$ cat config.mk
export PLATFORM = sky130hd
export DESIGN_NAME = dbc_regs
export DESIGN_NICKNAME = d
export VERILOG_FILES = /design/src/dbc_pkg.sv /design/src/dbc_regs.sv
export SDC_FILE = /design/constraint.sdc
export NUM_CORES = 1
export LEC_CHECK = 0
export BUFFER_PORTS_ARGS = -buffer_cell sky130_fd_sc_hd__clkbuf_2
export CAP_MARGIN = 20
export CORE_MARGIN = 2
export CORE_UTILIZATION = 50
export DETAILED_ROUTE_END_ITERATION = 8
export GPL_ROUTABILITY_DRIVEN = 0
export PLACE_DENSITY = 0.71
export SLEW_MARGIN = 20
export SYNTH_ARGS = -nofsm -noshare
export SYNTH_HDL_FRONTEND = slang
export SYNTH_SLANG_ARGS = --single-unit
$ cat constraint.sdc
create_clock -name mclk -period 3.15 [get_ports mclk]
set_input_delay 0.7875 -clock mclk [delete_from_list [all_inputs] [get_ports mclk]]
set_output_delay 0.7875 -clock mclk [all_outputs]
set_load 0.05 [all_outputs]
$ cat src/dbc_pkg.sv
// Shared constants and carriers for the acquisition board control block.
// Assumes an 8-bit I/O bus with 16-bit addresses, decoded against a base.
`default_nettype none

package dbc_pkg;

  // Byte offsets from the board base address
  localparam logic [15:0] OFS_INDEX        = 16'h0002;
  localparam logic [15:0] OFS_INDEXED_DATA = 16'h0003;
  localparam logic [15:0] OFS_STATUS       = 16'h0004;
  localparam logic [15:0] OFS_IRQ_FLAGS    = 16'h0005;
  localparam logic [15:0] OFS_DIO          = 16'h0006;
  localparam logic [15:0] OFS_DAC0_LO      = 16'h0008;
  localparam logic [15:0] OFS_DAC0_HI      = 16'h0009;
  localparam logic [15:0] OFS_THRESHOLD_ANALOG_OUTPUT_LO      = 16'h000A;
  localparam logic [15:0] OFS_THRESHOLD_ANALOG_OUTPUT_HI      = 16'h000B;
  localparam logic [15:0] OFS_BOARD_SWITCH = 16'h8000;

  // Indirect register numbers
  localparam logic [2:0] IDX_CONFIG  = 3'h0;
  localparam logic [2:0] IDX_IRQ_DMA = 3'h1;
  localparam logic [2:0] IDX_AUX     = 3'h2;
  localparam logic [2:0] IDX_IRQ_EN  = 3'h3;
  localparam logic [4:0] INDEX_READ_TAG = 5'h1E;

  // Field positions
  localparam int CFG_DMA_EN = 7, CFG_DMA_MULTI = 6, CFG_DMA_SRC = 5;
  localparam int CFG_DAC_CH = 4, CFG_DIGITAL = 3, CFG_SINGLE = 2;
  localparam int CFG_INTERNAL = 1, CFG_RISING = 0;
  localparam int AUX_SWTRIG = 7, AUX_FLUSH_SCAN = 6, AUX_FLUSH_DATA = 5;
  localparam int AUX_STOP = 3, AUX_DMA_OFF = 2;
  localparam int IE_GLOBAL = 7;
  localparam int ST_EOC = 7, ST_UNIPOLAR = 6, ST_SE = 5, ST_EMPTY = 4;
  localparam int ST_HALF = 3, ST_FULL = 2, ST_BUSY = 1, ST_ARM = 0;
  localparam int DIO_ALT_TRIG = 5, DIO_EXP_EN = 4;
  localparam int FLG_TC = 5, FLG_TMR0 = 4, FLG_TRIG = 3;
  localparam int FLG_FULL = 2, FLG_HALF = 1, FLG_EOS = 0;

  // Values after reset
  localparam logic [7:0] RST_BYTE     = 8'h00;
  localparam logic [7:0] RST_IRQ_DMA  = 8'h0F;
  localparam logic       RST_BOARD_ON = 1'b1;
  localparam logic [1:0] DMA_NONE     = 2'h3;

  typedef enum logic [2:0] {
    SC_IDLE  = 3'b001,
    SC_ARMED = 3'b010,
    SC_RUN   = 3'b100
  } dbc_scan_e;

  // State reported by the acquisition core, same clock
  typedef struct packed {
    logic       eoc;
    logic       fifo_empty;
    logic       fifo_half;
    logic       fifo_full;
    logic       scan_active;
    logic       scan_done;
    logic       terminal_count;
    logic       timer0_event;
    logic       analog_above;
    logic       dma_cur_chan;
    logic [1:0] scan_speed;
  } dbc_acq_stat_s;

  // Controls handed to the acquisition core
  typedef struct packed {
    logic scan_run;
    logic start_pulse;
    logic sw_trigger;
    logic flush_scan;
    logic flush_data;
    logic dma_en;
    logic dma_multi;
    logic dma_src_dac;
    logic dma_dac_chan;
    logic unipolar;
    logic single_ended;
    logic exp_enable;
    logic board_enabled;
  } dbc_acq_ctl_s;

endpackage

`default_nettype wire

$ cat src/dbc_regs.sv
// Host-visible control and status logic of the acquisition board.
// Assumes bus strobes, address and data arrive asynchronously to mclk.
`timescale 1ns/100ps
`default_nettype none

////////////////////////////////////////////////////////////////////////////////
// Three-stage pin synchroniser; level moves once stages two and three agree
module dbc_sync #(
  parameter int              W    = 1,
  parameter logic [W-1:0]    INIT = '0
) (
  input  wire logic         mclk,
  input  wire logic         nrst,
  input  wire logic [W-1:0] pin,
  output logic      [W-1:0] level_q
);
  logic [W-1:0] s1_q;
  logic [W-1:0] s2_q;
  logic [W-1:0] s3_q;

  always_ff @(posedge mclk or negedge nrst) begin
    if (!nrst) begin
      s1_q    <= INIT;
      s2_q    <= INIT;
      s3_q    <= INIT;
      level_q <= INIT;
    end else begin
      s1_q <= pin;
      s2_q <= s1_q;
      s3_q <= s2_q;
      if (s2_q == s3_q) begin
        level_q <= s3_q;
      end
    end
  end
endmodule

////////////////////////////////////////////////////////////////////////////////
// Operation
// Index write selects register by low three bits
// Index read returns 11110 and index
// Indexed data access goes to selected register
// Config bits control DMA enable, mode, source
// Config bits choose trigger kind, mode, edge
// Digital trigger pin chosen by DIO bit 5
// IRQ code and two DMA channel codes decoded
// Aux command: soft trigger, flush FIFOs
// Host flushes both FIFOs before acquisition
// Stop request ends continuous scan after sequence
// DMA off request waits for terminal count
// Interrupt enables: global plus six sources
// Sticky source flags read in bits 5-0
// Status reads EOC, FIFO levels, busy
// Unipolar and single-ended selections read back
// Status bit 0 arms or disarms conversion
// DIO bits 7-6 read scan speed
// DIO bit 4 enables expansion board lines
// DIO low nibble: output write, input read
// Board switch read disables, write enables
// Analog trigger compares start channel with threshold
// Selected IRQ line asserted on enabled flag
module dbc_regs import dbc_pkg::*; #(
  parameter logic [15:0] BASE_ADDR = 16'h0300
) (
  // Clock and reset
  input  wire logic          mclk,
  input  wire logic          nrst,
  // I/O bus
  input  wire logic [15:0]   io_addr,
  input  wire logic          io_ior_n,
  input  wire logic          io_iow_n,
  input  wire logic [7:0]    io_data_in,
  output logic      [7:0]    io_data_out,
  output logic               io_data_oe_n,
  output logic      [15:0]   irq_lines,
  output logic      [2:0]    dma_chan_a,
  output logic      [2:0]    dma_chan_b,
  // Acquisition core
  input  wire dbc_acq_stat_s acq_stat,
  output dbc_acq_ctl_s       acq_ctl,
  output logic      [15:0]   analog_out0_value,
  output logic      [15:0]   threshold_analog_output,
  // Connector pins
  input  wire logic          ext_clock_input_pin,
  input  wire logic          alt_trigger_input_pin,
  input  wire logic [3:0]    dio_in,
  output logic      [3:0]    dio_out
);

  logic [15:0]  addr_s;
  logic [7:0]   data_s;
  logic [1:0]   strb_s;
  logic [5:0]   pin_s;
  logic [1:0]   strb_prev_q;
  logic         rd_stb;
  logic         wr_stb;
  logic [15:0]  ofs;
  logic [2:0]   index_q;
  logic [7:0]   config_q;
  logic [7:0]   irq_dma_q;
  logic [7:0]   irq_en_q;
  logic [5:0]   flags_q;
  logic         unipolar_q;
  logic         single_ended_q;
  logic [7:0]   dio_ctl_q;
  logic         board_on_q;
  logic         dma_off_pend_q;
  logic         stop_pend_q;
  logic [7:0]   aux_pulse_q;
  logic         trig_prev_q;
  logic         ana_prev_q;
  logic         half_prev_q;
  logic         full_prev_q;
  logic         trig_hit;
  logic         trig_lvl;
  logic         cfg_wr;
  logic         aux_wr;
  dbc_scan_e    scan_q;
  logic [7:0]   rd_mux;
  logic         rd_hit;

  ////////////////////////////////////////////////////////////////////////////
  // Bus and pin synchronisers
  dbc_sync #(.W(16), .INIT(16'h0000)) u_sync_addr (
    .mclk(mclk), .nrst(nrst), .pin(io_addr), .level_q(addr_s));
  dbc_sync #(.W(8), .INIT(8'h00)) u_sync_data (
    .mclk(mclk), .nrst(nrst), .pin(io_data_in), .level_q(data_s));
  dbc_sync #(.W(2), .INIT(2'h3)) u_sync_strb (
    .mclk(mclk), .nrst(nrst), .pin({io_ior_n, io_iow_n}), .level_q(strb_s));
  dbc_sync #(.W(6), .INIT(6'h00)) u_sync_pins (
    .mclk(mclk), .nrst(nrst),
    .pin({ext_clock_input_pin, alt_trigger_input_pin, dio_in}),
    .level_q(pin_s));

  always_ff @(posedge mclk or negedge nrst) begin
    if (!nrst) begin
      strb_prev_q <= 2'h3;
    end else begin
      strb_prev_q <= strb_s;
    end
  end

  // Strobes act once per bus cycle, on the falling edge
  assign rd_stb = strb_prev_q[1] & ~strb_s[1];
  assign wr_stb = strb_prev_q[0] & ~strb_s[0];
  assign ofs    = addr_s - BASE_ADDR;
  // Disabled board answers only at its switch address
  assign cfg_wr = wr_stb & board_on_q & (ofs == OFS_INDEXED_DATA)
                  & (index_q == IDX_CONFIG);
  assign aux_wr = wr_stb & board_on_q & (ofs == OFS_INDEXED_DATA)
                  & (index_q == IDX_AUX);

  ////////////////////////////////////////////////////////////////////////////
  // Directly addressed registers
  always_ff @(posedge mclk or negedge nrst) begin
    if (!nrst) begin
      index_q           <= 3'h0;
      unipolar_q        <= 1'b0;
      single_ended_q    <= 1'b0;
      dio_ctl_q         <= RST_BYTE;
      analog_out0_value <= 16'h0000;
      threshold_analog_output <= 16'h0000;
    end else if (wr_stb && board_on_q) begin
      case (ofs)
        OFS_INDEX: index_q <= data_s[2:0];
        OFS_STATUS: begin
          unipolar_q     <= data_s[ST_UNIPOLAR];
          single_ended_q <= data_s[ST_SE];
        end
        OFS_DIO:     dio_ctl_q <= data_s;
        OFS_DAC0_LO: analog_out0_value[7:0]  <= data_s;
        OFS_DAC0_HI: analog_out0_value[15:8] <= data_s;
        OFS_THRESHOLD_ANALOG_OUTPUT_LO: threshold_analog_output[7:0]  <= data_s;
        OFS_THRESHOLD_ANALOG_OUTPUT_HI: threshold_analog_output[15:8] <= data_s;
        default: ;
      endcase
    end
  end

  // Board switch: read turns off, write turns on
  always_ff @(posedge mclk or negedge nrst) begin
    if (!nrst) begin
      board_on_q <= RST_BOARD_ON;
    end else if (ofs == OFS_BOARD_SWITCH) begin
      if (wr_stb) begin
        board_on_q <= 1'b1;
      end else if (rd_stb) begin
        board_on_q <= 1'b0;
      end
    end
  end

  ////////////////////////////////////////////////////////////////////////////
  // Indirect registers behind the index pointer
  always_ff @(posedge mclk or negedge nrst) begin
    if (!nrst) begin
      irq_dma_q <= RST_IRQ_DMA;
      irq_en_q  <= RST_BYTE;
    end else if (wr_stb && board_on_q && ofs == OFS_INDEXED_DATA) begin
      case (index_q)
        IDX_IRQ_DMA: irq_dma_q <= data_s;
        IDX_IRQ_EN:  irq_en_q  <= data_s;
        default: ;
      endcase
    end
  end

  // DMA enable drops at the terminal count after an off request
  always_ff @(posedge mclk or negedge nrst) begin
    if (!nrst) begin
      config_q       <= RST_BYTE;
      dma_off_pend_q <= 1'b0;
    end else begin
      if (cfg_wr) begin
        config_q <= data_s;
      end else if (dma_off_pend_q && acq_stat.terminal_count) begin
        config_q[CFG_DMA_EN] <= 1'b0;
      end
      if (aux_wr && data_s[AUX_DMA_OFF]) begin
        dma_off_pend_q <= 1'b1;
      end else if (acq_stat.terminal_count) begin
        dma_off_pend_q <= 1'b0;
      end
    end
  end

  // Aux command bits are one-cycle actions; zeros do nothing
  always_ff @(posedge mclk or negedge nrst) begin
    if (!nrst) begin
      aux_pulse_q <= RST_BYTE;
    end else begin
      aux_pulse_q <= aux_wr ? data_s : RST_BYTE;
    end
  end

  ////////////////////////////////////////////////////////////////////////////
  // Trigger detection and scan sequencing
  assign trig_lvl = dio_ctl_q[DIO_ALT_TRIG] ? pin_s[4] : pin_s[5];

  always_ff @(posedge mclk or negedge nrst) begin
    if (!nrst) begin
      trig_prev_q <= 1'b0;
      ana_prev_q  <= 1'b0;
    end else begin
      trig_prev_q <= trig_lvl;
      ana_prev_q  <= acq_stat.analog_above;
    end
  end

  // Soft trigger always counts; otherwise the configured source and edge
  always_comb begin
    trig_hit = aux_pulse_q[AUX_SWTRIG];
    if (!config_q[CFG_INTERNAL]) begin
      if (config_q[CFG_DIGITAL]) begin
        trig_hit = trig_hit | (config_q[CFG_RISING]
                   ? (trig_lvl & ~trig_prev_q)
                   : (~trig_lvl & trig_prev_q));
      end else begin
        trig_hit = trig_hit | (config_q[CFG_RISING]
                   ? (acq_stat.analog_above & ~ana_prev_q)
                   : (~acq_stat.analog_above & ana_prev_q));
      end
    end
  end

  always_ff @(posedge mclk or negedge nrst) begin
    if (!nrst) begin
      scan_q      <= SC_IDLE;
      stop_pend_q <= 1'b0;
    end else begin
      if (aux_pulse_q[AUX_STOP] && scan_q == SC_RUN) begin
        stop_pend_q <= 1'b1;
      end else if (scan_q != SC_RUN) begin
        stop_pend_q <= 1'b0;
      end
      if (wr_stb && board_on_q && ofs == OFS_STATUS) begin
        scan_q <= data_s[ST_ARM] ? ((scan_q == SC_RUN) ? SC_RUN : SC_ARMED)
                                 : SC_IDLE;
      end else begin
        case (scan_q)
          SC_IDLE: scan_q <= SC_IDLE;
          SC_ARMED: begin
            if (trig_hit && board_on_q) begin
              scan_q <= SC_RUN;
            end
          end
          SC_RUN: begin
            if (acq_stat.scan_done) begin
              if (config_q[CFG_SINGLE]) begin
                scan_q <= SC_IDLE;
              end else if (stop_pend_q) begin
                scan_q <= SC_ARMED;
              end
            end
          end
          default: scan_q <= SC_IDLE;
        endcase
      end
    end
  end

  ////////////////////////////////////////////////////////////////////////////
  // Sticky source flags, cleared by reading them; a new event wins
  always_ff @(posedge mclk or negedge nrst) begin
    if (!nrst) begin
      flags_q     <= 6'h00;
      half_prev_q <= 1'b0;
      full_prev_q <= 1'b0;
    end else begin
      half_prev_q <= acq_stat.fifo_half;
      full_prev_q <= acq_stat.fifo_full;
      flags_q <= ((rd_stb && board_on_q && ofs == OFS_IRQ_FLAGS)
                  ? 6'h00 : flags_q)
               | {acq_stat.terminal_count, acq_stat.timer0_event,
                  (scan_q == SC_ARMED) & trig_hit,
                  acq_stat.fifo_full & ~full_prev_q,
                  acq_stat.fifo_half & ~half_prev_q,
                  acq_stat.scan_done};
    end
  end

  ////////////////////////////////////////////////////////////////////////////
  // Read data, captured at the read edge and held for the cycle
  always_comb begin
    rd_mux = 8'h00;
    rd_hit = board_on_q;
    case (ofs)
      OFS_INDEX: rd_mux = {INDEX_READ_TAG, index_q};
      OFS_INDEXED_DATA: begin
        case (index_q)
          IDX_CONFIG: begin
            rd_mux = config_q;
            rd_mux[CFG_DMA_MULTI] = acq_stat.dma_cur_chan;
          end
          IDX_IRQ_DMA: rd_mux = irq_dma_q;
          IDX_AUX:     rd_mux = 8'h00;
          IDX_IRQ_EN:  rd_mux = irq_en_q;
          default:     rd_hit = 1'b0;  // Timer lives elsewhere
        endcase
      end
      OFS_STATUS: rd_mux = {acq_stat.eoc, unipolar_q, single_ended_q,
                            acq_stat.fifo_empty, acq_stat.fifo_half,
                            acq_stat.fifo_full, acq_stat.scan_active,
                            scan_q != SC_IDLE};
      OFS_IRQ_FLAGS: rd_mux = {2'h0, flags_q};
      OFS_DIO: rd_mux = {acq_stat.scan_speed, dio_ctl_q[5:4],
                         pin_s[3:0]};
      OFS_BOARD_SWITCH: rd_mux = 8'h00;
      default: rd_hit = 1'b0;
    endcase
    if (ofs == OFS_BOARD_SWITCH) begin
      rd_hit = 1'b1;
    end
  end

  always_ff @(posedge mclk or negedge nrst) begin
    if (!nrst) begin
      io_data_out  <= 8'h00;
      io_data_oe_n <= 1'b1;
    end else if (rd_stb) begin
      io_data_out  <= rd_mux;
      io_data_oe_n <= ~rd_hit;
    end else if (strb_s[1]) begin
      io_data_oe_n <= 1'b1;
    end
  end

  ////////////////////////////////////////////////////////////////////////////
  // Interrupt line and DMA channel decode
  function automatic logic [2:0] dma_dec(input logic [1:0] code);
    dma_dec = (code == DMA_NONE) ? 3'h0 : 3'(3'h1 << code);
  endfunction

  always_ff @(posedge mclk or negedge nrst) begin
    if (!nrst) begin
      irq_lines  <= 16'h0000;
      dma_chan_a <= 3'h0;
      dma_chan_b <= 3'h0;
    end else begin
      irq_lines <= 16'h0000;
      if (board_on_q && irq_en_q[IE_GLOBAL]
          && |(flags_q & irq_en_q[5:0])) begin
        case (irq_dma_q[7:4])
          4'h0, 4'h1, 4'h2, 4'h8, 4'hD: irq_lines <= 16'h0000;
          default: irq_lines <= 16'(16'h1 << irq_dma_q[7:4]);
        endcase
      end
      dma_chan_a <= dma_dec(irq_dma_q[3:2]);
      dma_chan_b <= dma_dec(irq_dma_q[1:0]);
    end
  end

  ////////////////////////////////////////////////////////////////////////////
  // Registered controls to the core and the connector
  always_ff @(posedge mclk or negedge nrst) begin
    if (!nrst) begin
      acq_ctl <= '0;
      dio_out <= 4'h0;
    end else begin
      acq_ctl.scan_run      <= (scan_q == SC_RUN);
      acq_ctl.start_pulse   <= (scan_q == SC_ARMED) & trig_hit & board_on_q;
      acq_ctl.sw_trigger    <= aux_pulse_q[AUX_SWTRIG];
      acq_ctl.flush_scan    <= aux_pulse_q[AUX_FLUSH_SCAN];
      acq_ctl.flush_data    <= aux_pulse_q[AUX_FLUSH_DATA];
      acq_ctl.dma_en        <= config_q[CFG_DMA_EN];
      acq_ctl.dma_multi     <= config_q[CFG_DMA_MULTI];
      acq_ctl.dma_src_dac   <= config_q[CFG_DMA_SRC];
      acq_ctl.dma_dac_chan  <= config_q[CFG_DAC_CH];
      acq_ctl.unipolar      <= unipolar_q;
      acq_ctl.single_ended  <= single_ended_q;
      acq_ctl.exp_enable    <= dio_ctl_q[DIO_EXP_EN];
      acq_ctl.board_enabled <= board_on_q;
      dio_out               <= dio_ctl_q[3:0];
    end
  end
endmodule

`default_nettype wire

; ---- Yosys cells after proc, flatten, opt, wreduce, memory -nomap -nowiden
; Cells that the tools add are included.
; Widths: inputs -> output; s select.
[op_classes]
add_sub_neg = 1
eq_ne = 30
shifts = 3
n_mux = 34
bitwise_logic = 27
reduce_logical = 33
[op_table]
columns = cell, n
row1 = $eq 16x4->1 const B, 4
row2 = $eq 16x3->1 const B, 3
row3 = $pmux 8 s5, 1
row4 = $eq 16x2->1 const B, 2
row5 = $mux 16, 2
row6 = $mux 3, 9
row7 = $pmux 8 s3, 1
row8 = $reduce_and 2->1, 10
row9 = $mux 1, 17
row10 = $eq 16x16->1, 1
row11 = $eq 16x16->1 const B, 1
row12 = $shl 1x4->16 const A, 1
row13 = $sub 16x10->16 const B, 1
row14 = $and 1x1->1, 14
row15 = $logic_and 1x1->1, 11
row16 = $reduce_bool 2->1, 5
row17 = $eq 3x2->1 const B, 3
row18 = $ne 3x3->1 const B, 3
row19 = $not 1->1, 9
row20 = $eq 4x4->1 const B, 2
row21 = $eq 8x8->1, 1
row22 = $mux 8, 1
row23 = $reduce_or 4->1, 2
row24 = $and 6x6->6, 1
row25 = other kinds (20), 23
[word_totals]
register_bits = 269
in_bits = 46
output_inout_bits = 80
word_cells = 186

; ---- Logic depth before layout (Yosys ltp)
[logic_depth]
depth_word = 11
mapped_depth = 8
ltp_nobuf = 6

; ---- By module
; Synthesis repeated with hierarchy kept, for this count alone.
[hier_totals]
hier_cells = 642
area_unflattened_um2 = 9658.0
[modules_own_cells]
columns = module, n_inst, cells_each, area_per_inst_um2, seq_area_each_um2
row1 = dbc_regs, 1, 435, 5662.9, 3439.5
row2 = dbc_sync (u_sync_addr), 1, 102, 2014.4, 1601.5
row3 = dbc_sync (u_sync_data), 1, 51, 977.2, 800.8
row4 = dbc_sync (u_sync_pins), 1, 38, 743.2, 600.6
row5 = dbc_sync (u_sync_strb), 1, 16, 260.2, 210.2

; ---- Least setup slack after synthesis
; OpenSTA, ideal clock, no wires.
[synth_timing]
path_type = flip-flop to flip-flop
start = register u_sync_addr.level_q[7]
end = register irq_en_q[0]
setup_ps = 125
arrival_ps = 2106
t_required_ps = 3025
setup_slack_ps = 920
stages_incl_launch_ff = 8
path_buffers = 2
synth_period_minus_slack_ps = 2230
path_cell_list = dfrtp_1 -> or4_4 -> nor4_4 -> and3_1 -> buf_2 -> and3_1 -> buf_4 -> mux2_2
[synth_between]
elab_chain_cells = 4
[synth_lines]
columns = item, line
row1 = "start, declared", dbc_regs.sv:15  ; output logic [W-1:0] level_q
row2 = "start signal, assigned", dbc_regs.sv:32  ; level_q <= s3_q;
row3 = $sub 16x10->16, dbc_regs.sv:146  ; assign ofs = addr_s - BASE_ADDR;
row4 = $eq 16x2->1, dbc_regs.sv:199  ; end else if (wr_stb && board_on_q && ofs == OFS_INDEXED_DATA) begin
row5 = $logic_and 1x1->1, dbc_regs.sv:199
row6 = $reduce_and 2->1 (no line), n/a
row7 = "end signal, assigned", dbc_regs.sv:202  ; IDX_IRQ_EN: irq_en_q <= data_s;
row8 = "end, declared", dbc_regs.sv:101  ; logic [7:0] irq_en_q;
; Every way passes these cells.
; A chain may end at the register's enable or synchronous reset.

; ---- Worst setup path after layout
[layout_timing]
start = register u_sync_addr.level_q[10]
end = register analog_out0_value[6]
[layout_between]
elab_chain_cells = 3
[layout_lines]
columns = item, line
row1 = $sub 16x10->16, dbc_regs.sv:146
row2 = $eq 16x4->1, dbc_regs.sv:164  ; case (ofs)
row3 = $reduce_and 2->1 (no line), n/a
row4 = "end signal, assigned", dbc_regs.sv:171  ; OFS_DAC0_LO: analog_out0_value[7:0] <= data_s;
row5 = "end, declared", dbc_regs.sv:81  ; output logic [15:0] analog_out0_value,
; Every way passes these cells.

==> results by group <==
Status
  • Status: finished clean

Clock network
  • Hold buffer count at CTS: 0
  • Max Root-Sink Buffers: 3
  • Clock Pin Slew Worst Setup and Hold Paths: approximately 60 ps
  • Cell at the root of the clock tree: sky130_fd_sc_hd__clkbuf_16
  • Number of gates resized after CTS: 0
  • Clock tree from TritonCTS: built
  • Number of buffers added for setup after CTS: 0
  • Number of buffers inserted during clock tree synthesis: 27
  • Latest clock arrival within the worst-skew pair: around 540 ps
  • Clk sinks: ~270
  • Number of H-tree branching levels: 1

Synth
  • Share of synthesized area spent on multiplexers: 13.23%
  • Adder and majority cell fraction of the synthesized area: 0%
  • Synthesized instance count: 644
  • Synth async-reset ratio: 100.0%
  • Synth Area in XOR/XNOR: 2.934%
  • Complex-gate fraction of the synthesized area: between 4 and 5%
  • Sequential area share after synthesis: a little over two thirds
  • Netlist area before placement: approximately 9600 sq um
  • Area fraction in and, or, nand and nor cells after synthesis: 8.513%
  • Largest family of logic cells by synthesized area: multiplexers
  • FF+latch count, synth: 265
  • Number of synthesized flops with an enable pin: 0
  • Average instance area after synthesis: between 10 and 15 sq um
  • Synth unique cells: 55
  • Syn. warnings: 0
  • Flip-flop cell with the highest count after synthesis: sky130_fd_sc_hd__dfrtp_1

Power and ir drop
  • Switching power of the nets: between 1.5 and 2 mW
  • Max rail drop VDD: between 0.0005 and 0.0006 V
  • Int Pwr: roughly 5.5 mW
  • Leakage dissipation: 5.526 nW
  • Switching share of power: 22.93%
  • P per Cell Area: about 630 nW/um^2
  • Relative contribution of sequential cells to total power: 52.1%
  • Clock network fraction of total power: between 40% and 50%
  • Gate power share: 5.1%

Place
  • Placed cell areas: 10490 sq um
  • IO buf count: about 130
  • Detailed Place HPWL: roughly 13 mm

Timing
  • Fmax: around 390 MHz
  • Worst setup skew after layout: about 7.4 ps
  • Setup repair after global routing missed its margin: false
  • Shortest clock period the worst path allows after layout: 2545 ps
  • Worst hold slack across all endpoints: between 150 and 200 ps
  • Worst Max-Slew Pin Slew: roughly 750 ps
  • Slew Viols, Final: 0
  • Sum of negative setup slack: 0 ps
  • Final setup viols: 0
  • Fin. Hold Viols: 0
  • Remaining max-slew budget at the tightest pin: 49.56%
  • Final worst path period share: about 81%

Floorplanning
  • Die X-Extent: between 100 and 150 microns
  • I/O pin count: approximately 130
  • Area of the core region: approximately 19000 sq um
  • Site Rows: 50
  • Starting density of the core: roughly half
  • Die Y: between 100 and 150 microns
  • Overall die area: just over 20000 sq um

Drt
  • Final wirelength: approximately 19 mm
  • Wire length per cell after detailed routing: 18.42 microns
  • Number of optimization iterations in the first detailed-route pass: 5
  • DRT iter0 DRCs: approximately 430
  • Number of nets still failing antenna checks after routing: 0
  • Drt drc: 0
  • Via/cell ratio: 5.368
  • Vias post-DR: about 5600

Final layout
  • Post-Layout Inst Area: ~11000 sq um
  • Storage cell area: around 6700 sq um
  • Diodes inserted: 0
  • Net count reported at finish: 839
  • Multi-input logic area: ~2800 sq um
  • Leading cell types in the layout, fill and taps excluded: sky130_fd_sc_hd__dfrtp_1, sky130_fd_sc_hd__clkbuf_2, sky130_fd_sc_hd__mux2_2
  • Most frequent standard cell in the layout excluding fill and tap cells: sky130_fd_sc_hd__dfrtp_1
  • Final-layout fill cell count: around 1400
  • Layout cells sized above 1: 38.30%
  • Layout overhead on the synthesized area: 18.78%

Global route
  • Number of global-route vias before repair: roughly 5900
  • Number of antenna violations at the first check in global routing: 0
  • Total gr overflow: 0
  • Total track usage: between 10% and 20%
  • Maximum number of pins on one net before global-route repair: 72
  • Wire length of the first global-routing pass: around 31 mm

Setup path
  • Largest fanout of any net on the critical path: 8
  • Worst setup SP type: flip-flop
  • Kind of capture point of the worst setup path: flip-flop
  • WP data arrival: 2960 ps
  • Required time of the worst setup path: 3570 ps
  • Startpoint-to-endpoint class of the critical path: reg2reg

Flow run
  • Max Cap Violations: 0

Hold path
  • Worst hold path type: in2async
layer usage:
metal / global-route usage [%] / part of all wire [%]
met1: 26.97 / 43
met2: 31.43 / 48
met3: 4.879 / 6.0
met4: 6.474 / 2.9
met5: 0 / 0
Yosys cell counts (7+ instances only):
library cell	instances	share of area (%)
sky130_fd_sc_hd__xnor2_1	22	2.0
sky130_fd_sc_hd__inv_1	8	0.31
sky130_fd_sc_hd__xor2_1	10	0.92
sky130_fd_sc_hd__nor2_1	29	1.1
sky130_fd_sc_hd__a21oi_1	11	0.58
sky130_fd_sc_hd__clkbuf_1	8	0.31
sky130_fd_sc_hd__nor2b_1	13	0.85
sky130_fd_sc_hd__nand2_1	30	1.2
sky130_fd_sc_hd__a22oi_1	10	0.79
sky130_fd_sc_hd__mux2_2	106	12
sky130_fd_sc_hd__dfstp_2	17	4.7
sky130_fd_sc_hd__mux2i_1	7	0.73
sky130_fd_sc_hd__nand4_1	8	0.52
sky130_fd_sc_hd__o21ai_0	16	0.84
sky130_fd_sc_hd__nor3_1	9	0.47
sky130_fd_sc_hd__nand3_1	7	0.37
sky130_fd_sc_hd__dfrtp_1	248	65
sky130_fd_sc_hd__nand2b_1	10	0.65
stage by stage:
| step | power, mW | setup slack [ps] | std cells | util (%) |
|---|---|---|---|---|
| after floorplan | 3.919 | 919.6 | 648 | - |
| after global placement | 4.113 | 678.7 | 998 | 56.09 |
| after detailed placement | 4.134 | 633.5 | 998 | 56.09 |
| after CTS | 7.191 | 605.8 | 1046 | 60.66 |
| after global routing | 7.393 | 501.8 | 1046 | 60.66 |
| final | 7.113 | 605.5 | 1046 | 60.66 |
critical path: stages, from the launching register on:
cell,delay [ps]
sky130_fd_sc_hd__dfrtp_1,380
sky130_fd_sc_hd__or4_4,560
sky130_fd_sc_hd__or2_0,420
sky130_fd_sc_hd__nor3_4,490
sky130_fd_sc_hd__nand2_2,240
sky130_fd_sc_hd__mux2_2,330
sequential cells by signal (all words and copies together) (netlist names), 13 cells and up:
name / cells
u_sync_addr.s3_q: 16
u_sync_addr.level_q: 16
u_sync_addr.s2_q: 16
analog_out0_value: 16
irq_lines: 16
acq_ctl: 13
threshold_analog_output: 16
u_sync_addr.s1_q: 16
worst paths after layout:
| kind | depth (start not counted) | end | slack, ps | start |
|---|---|---|---|---|
| hold reg to reg | 0 | u_sync_pins.s2_q[3]$_DFF_PN0_ | 340 | u_sync_pins.s1_q[3]$_DFF_PN0_ |
| max in group asynchronous | 2 | scan_q[0]$_DFFE_PN1P_ | 2110 | nrst |
| min in group mclk | 1 | u_sync_strb.s1_q[0]$_DFF_PN1_ | 330 | io_iow_n |
| hold / removal | 1 | u_sync_addr.s2_q[7]$_DFF_PN0_ | 170 | nrst |
| setup / recovery | 5 | analog_out0_value[6]$_DFFE_PN0P_ | 610 | u_sync_addr.level_q[10]$_DFFE_PN0N_ |
| setup reg to reg | 5 | analog_out0_value[6]$_DFFE_PN0P_ | 610 | u_sync_addr.level_q[10]$_DFFE_PN0N_ |
cells by family after synthesis:
logic type	count (synthesis)
AOI/OAI and AO/OA	65
and+or+nand+nor	143
other	1
muxes	113
xor gates and xnor gates	32
buffers and inverters	25
DFF	265
area by class of cell:
type / count / share of cell area (%)
sequential: 265 / 58.63
multi-input combinational: 358 / 24.74
clock buffer: 35 / 6.395
timing repair buffer: 133 / 6.241
tap: 234 / 2.580
clock inverter: 13 / 1.147
inverter: 8 / 0.2646
power by group through the flow:
stage / Sequential [mW] / Clock, mW / Combinational, mW
final: 3.70 / 3.04 / 0.365
after global routing: 3.72 / 3.27 / 0.405
after CTS: 3.70 / 3.12 / 0.372
after detailed placement: 3.76 / 0 / 0.369
after global placement: 3.76 / 0 / 0.358
after floorplan: 3.76 / 0 / 0.156
(Power assumes the default switching activity.)
